===== config.mk =====
export PLATFORM = sky130hd
export DESIGN_NAME = ubt_usart
export DESIGN_NICKNAME = d
export VERILOG_FILES = /design/src/pkg/ubt_pkg.sv /design/src/core/ubt_usart.sv /design/src/core/ubt_sync2.sv /design/src/core/ubt_baud.sv
export SDC_FILE = /design/constraint.sdc
export NUM_CORES = 1
export LEC_CHECK = 0
export BUFFER_PORTS_ARGS = -buffer_cell sky130_fd_sc_hd__buf_2
export CORE_MARGIN = 2
export CORE_UTILIZATION = 55
export DETAILED_ROUTE_END_ITERATION = 6
export PLACE_DENSITY = 0.73
export SLEW_MARGIN = 20
export SYNTH_ARGS = -nofsm -noshare
export SYNTH_HDL_FRONTEND = slang
export SYNTH_SLANG_ARGS = --single-unit

===== constraint.sdc =====
create_clock -name MCLK -period 6.09 [get_ports MCLK]
set_input_delay 1.218 -clock MCLK [delete_from_list [all_inputs] [get_ports MCLK]]
set_output_delay 1.218 -clock MCLK [all_outputs]
set_load 0.01 [all_outputs]

===== src/pkg/ubt_pkg.sv =====
// register map, field layout and codes for the serial transmitter block
// Operation
// - send start, up to nine data, optional parity, up to two stops.
// - data length from char_len; nine_bit_sel forces nine bits.
// - msb_first set sends the top bit first, else bottom bit.
// - stop bits follow stop_count; one and a half only unclocked.
// - parity bit follows check_bit_type: even, odd, space, mark, none.
// - finished character pulls holding word into shifter, holding empties.
// - all_sent_flag only when every written character left the line.
// - both status flags read low while transmitter is off.
// - holding write while it cannot accept is dropped.
// - biphase mode puts a transition mid every bit time except the first and third sync bits.
// - default polarity: zero low-to-high, one high-to-low.
// - preamble of tx_preamble_len bits with chosen pattern; zero means none.
// - single_delimiter set sends one biphase zero as delimiter.
// - otherwise three bit sync with one mid second-bit transition.
// - command sync high one and a half bits, then low.
// - sync_kind picks command or data sync.
// - per_char_sync_src takes sync kind from the holding word.
// - drift compensation only at 16x and when enabled.
// - one clock off no change; early shortens, late lengthens.
// - receiver oversamples 16x or 8x by sample_rate_sel.
// - start at eighth or fourth low sample, then one per bit.
// - receiver frames with the transmitter's length, order, parity.
// - receiver takes one stop bit and hunts right after it.
// - transmitter starts disabled; tx_on_cmd enables it.
// - tx_off_cmd waits for current and held character first.
`default_nettype none
package ubt_pkg;
  localparam int unsigned ADDR_W = 8;
  localparam int unsigned BAUD_W = 16;
  localparam int unsigned CFG_W = 15;
  localparam int unsigned BCFG_W = 8;
  localparam int unsigned FRAME_W = 13;
  localparam int unsigned RXB_W = 11;
  localparam logic [7:0] OFS_CTRL = 8'h00;
  localparam logic [7:0] OFS_CONFIG = 8'h04;
  localparam logic [7:0] OFS_BIPH = 8'h08;
  localparam logic [7:0] OFS_THR = 8'h0c;
  localparam logic [7:0] OFS_STATE = 8'h10;
  localparam logic [7:0] OFS_RXDATA = 8'h14;
  localparam logic [7:0] OFS_BAUD = 8'h18;
  localparam int CTL_TX_ON = 0;
  localparam int CTL_TX_OFF = 1;
  localparam int CF_CHAR_LEN = 0;
  localparam int CF_NINE = 2;
  localparam int CF_PAR = 3;
  localparam int CF_MSB_FIRST = 6;
  localparam int CF_STOP = 7;
  localparam int CF_OVER = 9;
  localparam int CF_BIPH = 10;
  localparam int CF_SINGLE_DELIMITER = 11;
  localparam int CF_SYNCK = 12;
  localparam int CF_VARSYNC = 13;
  localparam int CF_CLKD = 14;
  localparam int BC_PL = 0;
  localparam int BC_PP = 4;
  localparam int BC_POL = 6;
  localparam int BC_DRIFT = 7;
  localparam int THR_SYNC = 15;
  localparam int ST_HOLD_EMPTY = 0;
  localparam int ST_ALL_SENT = 1;
  localparam int ST_RX_READY = 2;
  localparam int ST_TX_ON = 3;
  localparam logic [CFG_W-1:0] CFG_RST = 15'h0023;
  localparam logic [BCFG_W-1:0] BCFG_RST = 8'h00;
  localparam logic [BAUD_W-1:0] BAUD_RST = 16'h0001;
  localparam logic [3:0] CHR_BASE = 4'h5;
  localparam logic [3:0] CHR_NINE = 4'h9;
  localparam logic [2:0] PAR_EVEN = 3'h0;
  localparam logic [2:0] PAR_ODD = 3'h1;
  localparam logic [2:0] PAR_SPACE = 3'h2;
  localparam logic [2:0] PAR_MARK = 3'h3;
  localparam logic [1:0] STOP_ONEHALF = 2'h1;
  localparam logic [1:0] STOP_TWO = 2'h2;
  localparam logic [1:0] PP_ALL_ONE = 2'h0;
  localparam logic [1:0] PP_ALL_ZERO = 2'h1;
  localparam logic [1:0] PP_ONE_ZERO = 2'h2;
  localparam logic [4:0] OS16 = 5'h10;
  localparam logic [4:0] OS8 = 5'h08;
  localparam logic [3:0] START16 = 4'h8;
  localparam logic [3:0] START8 = 4'h4;
  localparam logic [4:0] SYNC_HALVES = 5'h06;
  localparam logic [4:0] SYNC_HIGH = 5'h03;
  localparam logic [4:0] EARLY_LO = 5'h03;
  localparam logic [4:0] EARLY_HI = 5'h05;
  localparam logic [4:0] LATE_LO = 5'h09;
  localparam logic [4:0] LATE_HI = 5'h0a;
  typedef enum logic [3:0] {
    TX_IDLE = 4'h1, TX_PRE = 4'h2, TX_SFD = 4'h4, TX_BITS = 4'h8
  } ubt_tx_t;
  typedef enum logic [1:0] {RX_HUNT = 2'h1, RX_BITS = 2'h2} ubt_rx_t;
endpackage
`default_nettype wire


===== src/core/ubt_usart.sv =====
// serial transmitter with biphase framing and oversampling receiver
`default_nettype none
module ubt_usart (
  // clock and reset
  input wire logic MCLK,
  input wire logic RESET_N,
  // apb slave
  input wire logic PSEL,
  input wire logic PENABLE,
  input wire logic PWRITE,
  input wire logic [ubt_pkg::ADDR_W-1:0] PADDR,
  input wire logic [31:0] PWDATA,
  output logic [31:0] PRDATA,
  output logic PREADY,
  output logic PSLVERR,
  // serial line
  input wire logic SERIAL_IN,
  output logic SERIAL_OUT
);
  import ubt_pkg::*;

  typedef struct packed {
    logic pready;
    logic pslverr;
    logic [31:0] prdata;
    logic tx_en;
    logic off_pend;
    logic [CFG_W-1:0] cfg;
    logic [BCFG_W-1:0] bcfg;
    logic [BAUD_W-1:0] baud;
    logic [8:0] thr;
    logic thr_sync;
    logic thr_full;
    ubt_tx_t txs;
    logic txd;
    logic [2:0] tdiv;
    logic [4:0] hc;
    logic [4:0] hend;
    logic [4:0] blen;
    logic [FRAME_W-1:0] fr;
    logic cmd;
    ubt_rx_t rxs;
    logic rx_prev;
    logic [3:0] lowcnt;
    logic [4:0] rxcnt;
    logic [4:0] rxper;
    logic [3:0] rxidx;
    logic [RXB_W-1:0] rxsh;
    logic [8:0] rxdata;
    logic rx_ready;
  } ubt_st_t;

  localparam ubt_st_t ST_RST = '{
    pready: 1'b0, pslverr: 1'b0, prdata: 32'h0,
    tx_en: 1'b0, off_pend: 1'b0,
    cfg: CFG_RST, bcfg: BCFG_RST, baud: BAUD_RST,
    thr: 9'h0, thr_sync: 1'b0, thr_full: 1'b0,
    txs: TX_IDLE, txd: 1'b1, tdiv: 3'h0, hc: 5'h0,
    hend: 5'h0, blen: 5'h0, fr: 13'h1fff, cmd: 1'b0,
    rxs: RX_HUNT, rx_prev: 1'b1, lowcnt: 4'h0, rxcnt: 5'h0,
    rxper: 5'h0, rxidx: 4'h0, rxsh: 11'h0, rxdata: 9'h0,
    rx_ready: 1'b0
  };

  ubt_st_t st, next_st;
  logic s_tick;
  logic rx;
  logic hold_empty;
  logic all_sent;
  logic ht;
  logic biph;
  logic [4:0] os;

  ubt_baud u_baud (
    .clk(MCLK),
    .rst_n(RESET_N),
    .div(st.baud),
    .tick(s_tick)
  );

  ubt_sync2 #(.RST_VAL(1'b1)) u_rx_sync (
    .clk(MCLK),
    .rst_n(RESET_N),
    .d(SERIAL_IN),
    .q(rx)
  );

  // flags are gated by the enable, so a stale holding state never shows
  assign hold_empty = st.tx_en && !st.thr_full;
  assign all_sent = hold_empty && st.txs == TX_IDLE;
  assign os = st.cfg[CF_OVER] ? OS8 : OS16;
  assign biph = st.cfg[CF_BIPH];
  // transmitter steps in half bits so biphase and 1.5 stop share one clock
  assign ht = s_tick && st.tdiv == 3'((os >> 1) - 5'h01);

  always_comb begin : next_logic
    logic [3:0] nbits;
    logic par_on;
    logic p;
    logic [8:0] d;
    logic [8:0] dm;
    logic load;
    logic bit_v;
    logic edge_v;
    logic [RXB_W-1:0] sh;
    logic [3:0] nrx;
    int pos;
    next_st = st;
    nbits = st.cfg[CF_NINE] ? CHR_NINE
                            : CHR_BASE + {2'h0, st.cfg[CF_CHAR_LEN +: 2]};
    par_on = st.cfg[CF_PAR +: 3] <= PAR_MARK;
    p = 1'b0;
    d = '0;
    dm = '0;
    load = 1'b0;
    bit_v = 1'b0;
    edge_v = 1'b0;
    sh = st.rxsh;
    nrx = nbits + {3'h0, par_on} + 4'h1;
    pos = 0;

    // apb: answer in the first access cycle, decoded during setup
    next_st.pready = PSEL && !PENABLE;
    next_st.pslverr = 1'b0;
    next_st.prdata = '0;
    if (PSEL && !PENABLE && !PWRITE) begin
      case (PADDR)
        OFS_CONFIG: next_st.prdata = 32'(st.cfg);
        OFS_BIPH: next_st.prdata = 32'(st.bcfg);
        OFS_BAUD: next_st.prdata = 32'(st.baud);
        OFS_RXDATA: next_st.prdata = 32'(st.rxdata);
        OFS_STATE: begin
          next_st.prdata[ST_HOLD_EMPTY] = hold_empty;
          next_st.prdata[ST_ALL_SENT] = all_sent;
          next_st.prdata[ST_RX_READY] = st.rx_ready;
          next_st.prdata[ST_TX_ON] = st.tx_en;
        end
        OFS_CTRL, OFS_THR: next_st.prdata = '0;
        default: next_st.pslverr = 1'b1;
      endcase
    end else if (PSEL && !PENABLE) begin
      case (PADDR)
        OFS_CTRL, OFS_CONFIG, OFS_BIPH, OFS_THR, OFS_BAUD: ;
        default: next_st.pslverr = 1'b1;
      endcase
    end
    if (PSEL && PENABLE && st.pready) begin
      if (PWRITE) begin
        case (PADDR)
          OFS_CONFIG: next_st.cfg = PWDATA[CFG_W-1:0];
          OFS_BIPH: next_st.bcfg = PWDATA[BCFG_W-1:0];
          OFS_BAUD: next_st.baud = PWDATA[BAUD_W-1:0];
          OFS_CTRL: begin
            if (PWDATA[CTL_TX_ON]) begin
              next_st.tx_en = 1'b1;
              next_st.off_pend = 1'b0;
            end
            if (PWDATA[CTL_TX_OFF] && next_st.tx_en) begin
              next_st.off_pend = 1'b1;
            end
          end
          OFS_THR: begin
            if (hold_empty) begin
              next_st.thr = PWDATA[8:0];
              next_st.thr_sync = PWDATA[THR_SYNC];
              next_st.thr_full = 1'b1;
            end
          end
          default: ;
        endcase
      end else if (PADDR == OFS_RXDATA) begin
        next_st.rx_ready = 1'b0;
      end
    end

    // transmitter
    if (s_tick) begin
      next_st.tdiv = ht ? 3'h0 : st.tdiv + 3'h1;
    end
    if (ht) begin
      unique case (st.txs)
        TX_IDLE: load = 1'b1;
        TX_PRE, TX_SFD, TX_BITS: begin
          next_st.hc = st.hc + 5'h01;
          if (next_st.hc == st.hend) begin
            next_st.hc = '0;
            if (st.txs == TX_PRE && !st.cfg[CF_SINGLE_DELIMITER]) begin
              next_st.txs = TX_SFD;
              next_st.hend = SYNC_HALVES;
            end else if (st.txs != TX_BITS) begin
              next_st.txs = TX_BITS;
              next_st.hend = st.blen;
            end else begin
              load = 1'b1;
            end
          end
        end
      endcase
    end
    if (load) begin
      next_st.txs = TX_IDLE;
      next_st.hc = '0;
      if (st.tx_en && st.thr_full) begin
        next_st.thr_full = 1'b0;
        for (int i = 0; i < 9; i++) begin
          if (i < int'(nbits)) begin
            dm[i] = st.thr[i];
            d[i] = st.cfg[CF_MSB_FIRST] ? st.thr[int'(nbits) - 1 - i]
                                   : st.thr[i];
          end
        end
        case (st.cfg[CF_PAR +: 3])
          PAR_EVEN: p = ^dm;
          PAR_ODD: p = ~^dm;
          PAR_SPACE: p = 1'b0;
          PAR_MARK: p = 1'b1;
          default: p = 1'b0;
        endcase
        // unused upper frame bits stay high and serve as stop bits
        next_st.fr = '1;
        if (!biph || st.cfg[CF_SINGLE_DELIMITER]) begin
          next_st.fr[0] = 1'b0;
          pos = 1;
        end
        for (int i = 0; i < 9; i++) begin
          if (i < int'(nbits)) begin
            next_st.fr[pos + i] = d[i];
          end
        end
        pos = pos + int'(nbits);
        if (par_on) begin
          next_st.fr[pos] = p;
          pos = pos + 1;
        end
        next_st.blen = 5'(2 * pos + 2);
        if (st.cfg[CF_STOP +: 2] == STOP_TWO) begin
          next_st.blen = 5'(2 * pos + 4);
        end else if (st.cfg[CF_STOP +: 2] == STOP_ONEHALF
                     && !st.cfg[CF_CLKD]) begin
          next_st.blen = 5'(2 * pos + 3);
        end
        next_st.cmd = st.cfg[CF_VARSYNC] ? st.thr_sync
                                         : st.cfg[CF_SYNCK];
        if (biph && st.bcfg[BC_PL +: 4] != 4'h0) begin
          next_st.txs = TX_PRE;
          next_st.hend = {st.bcfg[BC_PL +: 4], 1'b0};
        end else if (biph && !st.cfg[CF_SINGLE_DELIMITER]) begin
          next_st.txs = TX_SFD;
          next_st.hend = SYNC_HALVES;
        end else begin
          next_st.txs = TX_BITS;
          next_st.hend = next_st.blen;
        end
      end else if (st.off_pend && !next_st.thr_full) begin
        next_st.tx_en = 1'b0;
        next_st.off_pend = 1'b0;
      end
    end
    if (ht) begin
      unique case (next_st.txs)
        TX_IDLE: next_st.txd = 1'b1;
        TX_PRE: begin
          case (st.bcfg[BC_PP +: 2])
            PP_ALL_ONE: bit_v = 1'b1;
            PP_ALL_ZERO: bit_v = 1'b0;
            PP_ONE_ZERO: bit_v = !next_st.hc[1];
            default: bit_v = next_st.hc[1];
          endcase
          next_st.txd = bit_v ^ st.bcfg[BC_POL] ^ next_st.hc[0];
        end
        TX_SFD: begin
          next_st.txd = (next_st.hc < SYNC_HIGH) ~^ next_st.cmd;
        end
        TX_BITS: begin
          bit_v = next_st.fr[next_st.hc[4:1]];
          next_st.txd = biph ? bit_v ^ st.bcfg[BC_POL] ^ next_st.hc[0]
                             : bit_v;
        end
      endcase
    end

    // receiver
    if (s_tick) begin
      next_st.rx_prev = rx;
      edge_v = rx != st.rx_prev;
      unique case (st.rxs)
        RX_HUNT: begin
          if (rx) begin
            next_st.lowcnt = '0;
          end else if (st.lowcnt + 4'h1
                       == (st.cfg[CF_OVER] ? START8 : START16)) begin
            next_st.rxs = RX_BITS;
            next_st.lowcnt = '0;
            next_st.rxcnt = '0;
            next_st.rxidx = '0;
            next_st.rxper = os - 5'h01;
          end else begin
            next_st.lowcnt = st.lowcnt + 4'h1;
          end
        end
        RX_BITS: begin
          if (st.rxcnt == st.rxper) begin
            sh[st.rxidx] = rx;
            next_st.rxsh = sh;
            next_st.rxcnt = '0;
            next_st.rxper = os - 5'h01;
            next_st.rxidx = st.rxidx + 4'h1;
            if (next_st.rxidx == nrx) begin
              next_st.rxs = RX_HUNT;
              for (int i = 0; i < 9; i++) begin
                next_st.rxdata[i] = 1'b0;
                if (i < int'(nbits)) begin
                  next_st.rxdata[i] = st.cfg[CF_MSB_FIRST]
                    ? sh[int'(nbits) - 1 - i] : sh[i];
                end
              end
              next_st.rx_ready = 1'b1;
            end
          end else begin
            next_st.rxcnt = st.rxcnt + 5'h01;
            // a mid-bit edge is the previous bit boundary, seen late/early
            if (edge_v && st.bcfg[BC_DRIFT] && !st.cfg[CF_OVER]) begin
              if (st.rxcnt >= EARLY_LO && st.rxcnt <= EARLY_HI) begin
                next_st.rxper = os - 5'h02;
              end else if (st.rxcnt >= LATE_LO && st.rxcnt <= LATE_HI) begin
                next_st.rxper = os;
              end
            end
          end
        end
      endcase
    end
  end

  always_ff @(posedge MCLK or negedge RESET_N) begin
    if (!RESET_N) begin
      st <= ST_RST;
    end else begin
      st <= next_st;
    end
  end

  assign PRDATA = st.prdata;
  assign PREADY = st.pready;
  assign PSLVERR = st.pslverr;
  assign SERIAL_OUT = st.txd;
endmodule // ubt_usart
`default_nettype wire


===== src/core/ubt_sync2.sv =====
// two flip-flop synchroniser for the serial input pin
`default_nettype none
module ubt_sync2 #(
  parameter logic RST_VAL = 1'b1
) (
  // clock and reset
  input wire logic clk,
  input wire logic rst_n,
  // asynchronous level in, synchronous level out
  input wire logic d,
  output logic q
);
  import ubt_pkg::*;
  typedef struct packed {logic meta; logic q;} ubt_sync_st_t;
  ubt_sync_st_t st, next_st;
  always_comb begin
    next_st.meta = d;
    next_st.q = st.meta;
  end
  always_ff @(posedge clk or negedge rst_n) begin
    if (!rst_n) begin
      st <= '{meta: RST_VAL, q: RST_VAL};
    end else begin
      st <= next_st;
    end
  end
  assign q = st.q;
endmodule // ubt_sync2
`default_nettype wire


===== src/core/ubt_baud.sv =====
// divider making the one-cycle oversampling enable pulse
`default_nettype none
module ubt_baud (
  // clock and reset
  input wire logic clk,
  input wire logic rst_n,
  // divisor; zero behaves as one
  input wire logic [ubt_pkg::BAUD_W-1:0] div,
  // sample pulse
  output logic tick
);
  import ubt_pkg::*;
  typedef struct packed {
    logic [BAUD_W-1:0] cnt;
    logic tick;
  } ubt_baud_st_t;
  ubt_baud_st_t st, next_st;
  always_comb begin
    next_st = st;
    next_st.tick = 1'b0;
    next_st.cnt = st.cnt + 1'b1;
    if (div <= BAUD_RST || st.cnt >= div - 1'b1) begin
      next_st.cnt = '0;
      next_st.tick = 1'b1;
    end
  end
  always_ff @(posedge clk or negedge rst_n) begin
    if (!rst_n) begin
      st <= '{cnt: '0, tick: 1'b0};
    end else begin
      st <= next_st;
    end
  end
  assign tick = st.tick;
endmodule // ubt_baud
`default_nettype wire


# After elaboration in Yosys (flattened, before gate mapping)
# Cells that the tools add are included.
# op_classes
n_reduce_logical	61
addsub	35
n_eq_ne	35
muxes	290
bitwise	5
n_lt_le_gt_ge	49
# ops
op	n
$lt A32 B6 Y1 const B	17
$mux W13	28
$ge A32 B1 Y1 const B	10
$mux W1	153
$bwmux W13	10
$add A32 B4 Y32 const B	4
$mux W52	2
$mux W32	3
$bmux W1 S4	19
$add A32 B3 Y32 const B	2
$mux W5	12
$mux W4	14
$mux W10	5
$pmux W12 S4	1
$demux W1 S4	11
$add A32 B2 Y32 const B	1
$add A32 B5 Y32	1
$add A32 B5 Y32 const B	1
$logic_and A1 B1 Y1	29
$mux W29	1
$mux W14	2
$pmux W14 S2	1
$mux W25	1
$eq A8 B5 Y1 const B	3
other kinds (82)	144
# totals
wordCells	507
regBits	184
output_inout_bits	35

# Depth between registers and ports, before layout
# logic_depth
depth_word	58
ltp_mapped	20
mapped_depth_nobuf	17

# Hierarchy
# A second synthesis with hierarchy kept.
# hier_totals
hier_cells	1254
hier_area_um2	11462.2
# by_module_without_submodules
mod	seq_area_each_um2	n_inst	area_per_inst_um2	cells_per_inst
ubt_usart	3729.8	1	9985.8	1094
ubt_baud	425.4	1	1423.9	158
ubt_sync2	52.6	1	52.6	2

# Worst setup path before layout
# No wires, ideal clock.
# synth_timing
path_kind	register to register
from	reg st[114] (netlist bit)
to	reg st, in the netlist SERIAL_OUT
path_stages_with_launch	21
required_ps	6008
t_arrival_ps	4107
synth_period_minus_slack_ps	4189
setup_ps	82
slack_ps	1901
path_cell_list	dfstp_2 > ha_1 > clkbuf_1 > nand2b_1 > buf_2 > ha_1 > ha_1 > clkbuf_1 > inv_1 > ha_1 > xnor2_1 > a22o_1 > a2111oi_2 > o32ai_1 > a31o_1 > a21oi_1 > o21ai_0 > o2111ai_1 > o21ai_2 > a32oi_1 > nand2_1
# synth_via
elab_chain_len	56
word_cells_on_any_way	167
# synth_rtl
element	line	source
from (decl)	ubt_usart.sv:65	ubt_st_t st, next_st;
from (signal assigned)	ubt_usart.sv:339	st <= next_st;
$add A3 B2 Y4 *	ubt_usart.sv:110	: CHR_BASE + {2'h0, st.cfg[CF_CHAR_LEN +: 2]};
$mux W4 *	ubt_usart.sv:109	nbits = st.cfg[CF_NINE] ? CHR_NINE
parallel branches: the longest is 45 deep, another holds $sub A5 B2 Y6	--	
$mux W13 *	ubt_usart.sv:231	if (par_on) begin
$mux W24 *	ubt_usart.sv:203	if (st.tx_en && st.thr_full) begin
$mux W29 *	ubt_usart.sv:200	if (load) begin
$bmux W1 S4 *	ubt_usart.sv:275	bit_v = next_st.fr[next_st.hc[4:1]];
$mux W1 (implied by the code) *	ubt_usart.sv:275	
$xor A1 B1 Y1 (2 in series)	ubt_usart.sv:276	next_st.txd = biph ? bit_v ^ st.bcfg[BC_POL] ^ next_st.hc[0]
$mux W1 *	ubt_usart.sv:276	
$pmux W1 S4 *	ubt_usart.sv:260	unique case (next_st.txs)
# Every way passes the cells marked *. The select of a mux whose other input is x is not followed.
# A chain may end at the register's enable or synchronous reset.

# Worst setup path in the final report
# Same ends and word-level chain as after synthesis.

==> metrics.md <==
| Metric | Value |
|---|---|
| Initial Util | `55.9%` |
| CTS tree | `done` |
| Worst Setup Start Kind | `register` |
| Number of global-route vias before repair | `8450` |
| Synth-to-Final Area Change | `7.76%` |
| Arrival @ worst endpoint | `5.31 ns` |
| Iter 0 DRT Violations | `743` |
| Pint | `2160 uW` |
| Count of final max-slew check failures | `0` |
| Post-synth EDFFs | `0` |
| Comb pwr share | `20.7%` |
| Residual DRC count | `0` |
| Worst clock skew | `0.0108 ns` |
| MaxCap Viol Count | `0` |
| Max frequency | `202 MHz` |
| CP max FO | `17` |
| Hold crit path type | `register to register` |
| Critical Path RT | `6.44 ns` |
| # hold bufs at CTS | `0` |
| Status | `finished clean` |
| IO Count | `81` |
| GPL Wtd Cong | `0.891` |
| Critical Path End Type | `register` |
| # H-tree levels | `4` |
| Final Net Count | `1323` |
| Initial antenna violation count | `0` |
| First-pass GRT wire length | `44.7 mm` |
| Ys async rst share | `100%` |
| # diodes | `0` |
| Leak | `0.00542 uW` |
| Crit path kind | `register to register` |
| GRT Total Usage | `25.8%` |
| Flop and latch count out of synthesis | `167` |
| Drt first pass iters | `5` |
| Final Hold Fails | `0` |
| Distinct cells, synth | `88` |
| Die width | `147 um` |
| FP Rows | `52` |
| Root Driver | `clkbuf_16` |
| PD cells | `254 nW/um^2` |
| Sink Count | `167` |
| Net Sw Frac | `30.2%` |
| Leading cell types in the layout, fill and taps excluded | `dfrtp_1, nor2_1, nand2_1` |
| Setup tns final | `0 ns` |
| Most common cell after layout, fill and taps aside | `dfrtp_1` |
| CTS buffer count | `17` |
| Tcrit/Tclk final | `81.5%` |
| Clock Latency Late Sink | `0.43 ns` |
| Commonest register cell after synthesis | `dfrtp_1` |
| Fin util | `60.2%` |
| Synthesis Warnings | `0` |
| RSZ-0062 raised after global routing | `false` |
| Vias/cell | `6.07` |
| P_sw | `935 uW` |
| Die height | `147 um` |
| Synthesized area | `11300 sq um` |
| Routed vias | `9147` |
| Clock transition at the registers of the reported paths | `0.07 ns` |
| Worst Tran Pin Value | `0.972 ns` |
| Syn Area/Cell | `9.27 sq um` |
| Detailed placement HPWL | `20.0 mm` |
| Share of cells above drive strength 1 | `17.0%` |
| Post-route ant nets | `0` |
| Total Wirelength | `27.5 mm` |
| Worst slew margin | `35.0%` |
| DR WL/cell | `18.2 um` |
| Post-CTS Resized | `0` |
| Clock network fraction of total power | `37.6%` |
| Clock Tree Buf Depth | `2` |
| Synth Instances | `1220` |
| Die ar. | `21700 sq um` |
| Core area | `20200 sq um` |
| Count of final setup violators | `0` |
| Setup Fix Bufs, Post-CTS | `0` |
| Minimum clock period after layout | `4.96 ns` |
| Peak VDD IR | `147 uV` |
| Pin count of the biggest net entering global routing | `65` |
| Seq pwr share | `41.7%` |
| GR Overflow Total | `0` |
| Port Buffer Count | `48` |
| Sequential fraction of the synthesis area | `37.2%` |
[worst paths after layout]
kind | startpoint | slack, ns | to | cells past startpoint
setup / recovery | st[114] | 1.13 | SERIAL_OUT | 17
hold / removal | u_rx_sync.next_st[0] | 0.36 | u_rx_sync.q | 0
setup reg to reg | st[114] | 1.13 | SERIAL_OUT | 17
hold reg to reg | u_rx_sync.next_st[0] | 0.36 | u_rx_sync.q | 0
max in group asynchronous | RESET_N | 4.18 | PRDATA[2] | 2
min in group asynchronous | RESET_N | 0.70 | st[31] | 1
[synthesized netlist by cell type (14+ instances only)]
master / n / area share, %
a21oi_1: 60 / 2.7
xor2_1: 29 / 2.2
buf_4: 33 / 2.2
clkbuf_1: 37 / 1.2
dfrtp_1: 144 / 32
nor4_1: 16 / 0.89
a22oi_1: 22 / 1.5
xnor2_1: 44 / 3.4
mux2i_1: 52 / 4.6
o21ai_0: 65 / 2.9
inv_1: 38 / 1.3
nor2b_1: 23 / 1.3
nand3_1: 41 / 1.8
mux2_2: 64 / 6.4
nand2b_1: 14 / 0.77
ha_1: 53 / 5.9
nor2_1: 113 / 3.8
dfstp_2: 23 / 5.3
nor3_1: 25 / 1.1
nand2_1: 104 / 3.5
o31ai_1: 15 / 1.0
[power groups by stage]
stage / Combinational (uW) / Sequential [uW] / Clock [uW]
2_1_floorplan: 479 / 1270 / 0
3_3_place_gp: 606 / 1300 / 0
3_5_place_dp: 631 / 1310 / 0
4_1_cts: 634 / 1290 / 1180
5_1_grt: 716 / 1310 / 1230
6_report: 640 / 1290 / 1170
[critical path, cell delays in order (launching register included)]
cell       delay [ns]
dfstp_2          0.75
ha_1             0.39
nand2b_1         0.33
ha_1             0.38
ha_1             0.32
inv_1            0.12
ha_1             0.22
xnor2_1          0.14
a22o_1           0.22
a2111oi_2        0.60
o32ai_1          0.24
a31o_1           0.26
a21oi_1          0.21
o21ai_0          0.14
o2111ai_1        0.16
o21ai_2          0.12
a32oi_1          0.21
nand2_1          0.08
[cell type report]
cell class | count | area [sq um]
clock inverter | 10 | 169
sequential | 167 | 4210
multi-input combinational | 937 | 6520
timing repair buffer | 60 | 337
inverter | 41 | 154
fill | 1712 | 8050
clock buffer | 22 | 464
tap | 270 | 338
[metrics by stage]
step	setup WS [ns]	hold slack, ns	instances	total power (uW)	cell area, sq um
4_1_cts	1.19	0.357	1507	3100	12200
5_1_grt	0.796	0.364	1507	3250	12200
2_1_floorplan	1.90	0.345	1235	1750	11400
3_5_place_dp	1.19	0.347	1475	1940	11600
6_report	1.13	0.358	1507	3100	12200
3_3_place_gp	1.24	0.345	1475	1910	11600
[kinds of logic after synthesis]
logic type / count (synthesis) / share of synthesized area [%]
AO/OA/AOI/OAI: 267 / 15.9
XOR/XNOR: 74 / 5.85
adder cells (fa/ha/maj): 53 / 5.86
buffers and inverters: 131 / 5.71
flip-flops: 167 / 37.2
multiplexers: 121 / 11.9
other: 1 / 0.0332
AND/OR/NAND/NOR: 406 / 17.5
[layer usage]
layer / routed length, um / track usage (%)
met1: 12700 / 36.9
met2: 12800 / 40.7
met3: 1420 / 4.44
met4: 495 / 7.45
met5: 0 / 0
[state kept, by name, indices dropped and copies added, names as in the netlist]
| register | count |
|---|---|
| SERIAL_OUT | 1 |
| PRDATA | 16 |
| biph | 1 |
| st | 128 |
| PSLVERR | 1 |
| u_rx_sync.q | 1 |
| u_rx_sync.next_st | 1 |
| PREADY | 1 |
| u_baud.st | 16 |
| u_baud.tick | 1 |
(Power assumes the default switching activity.)
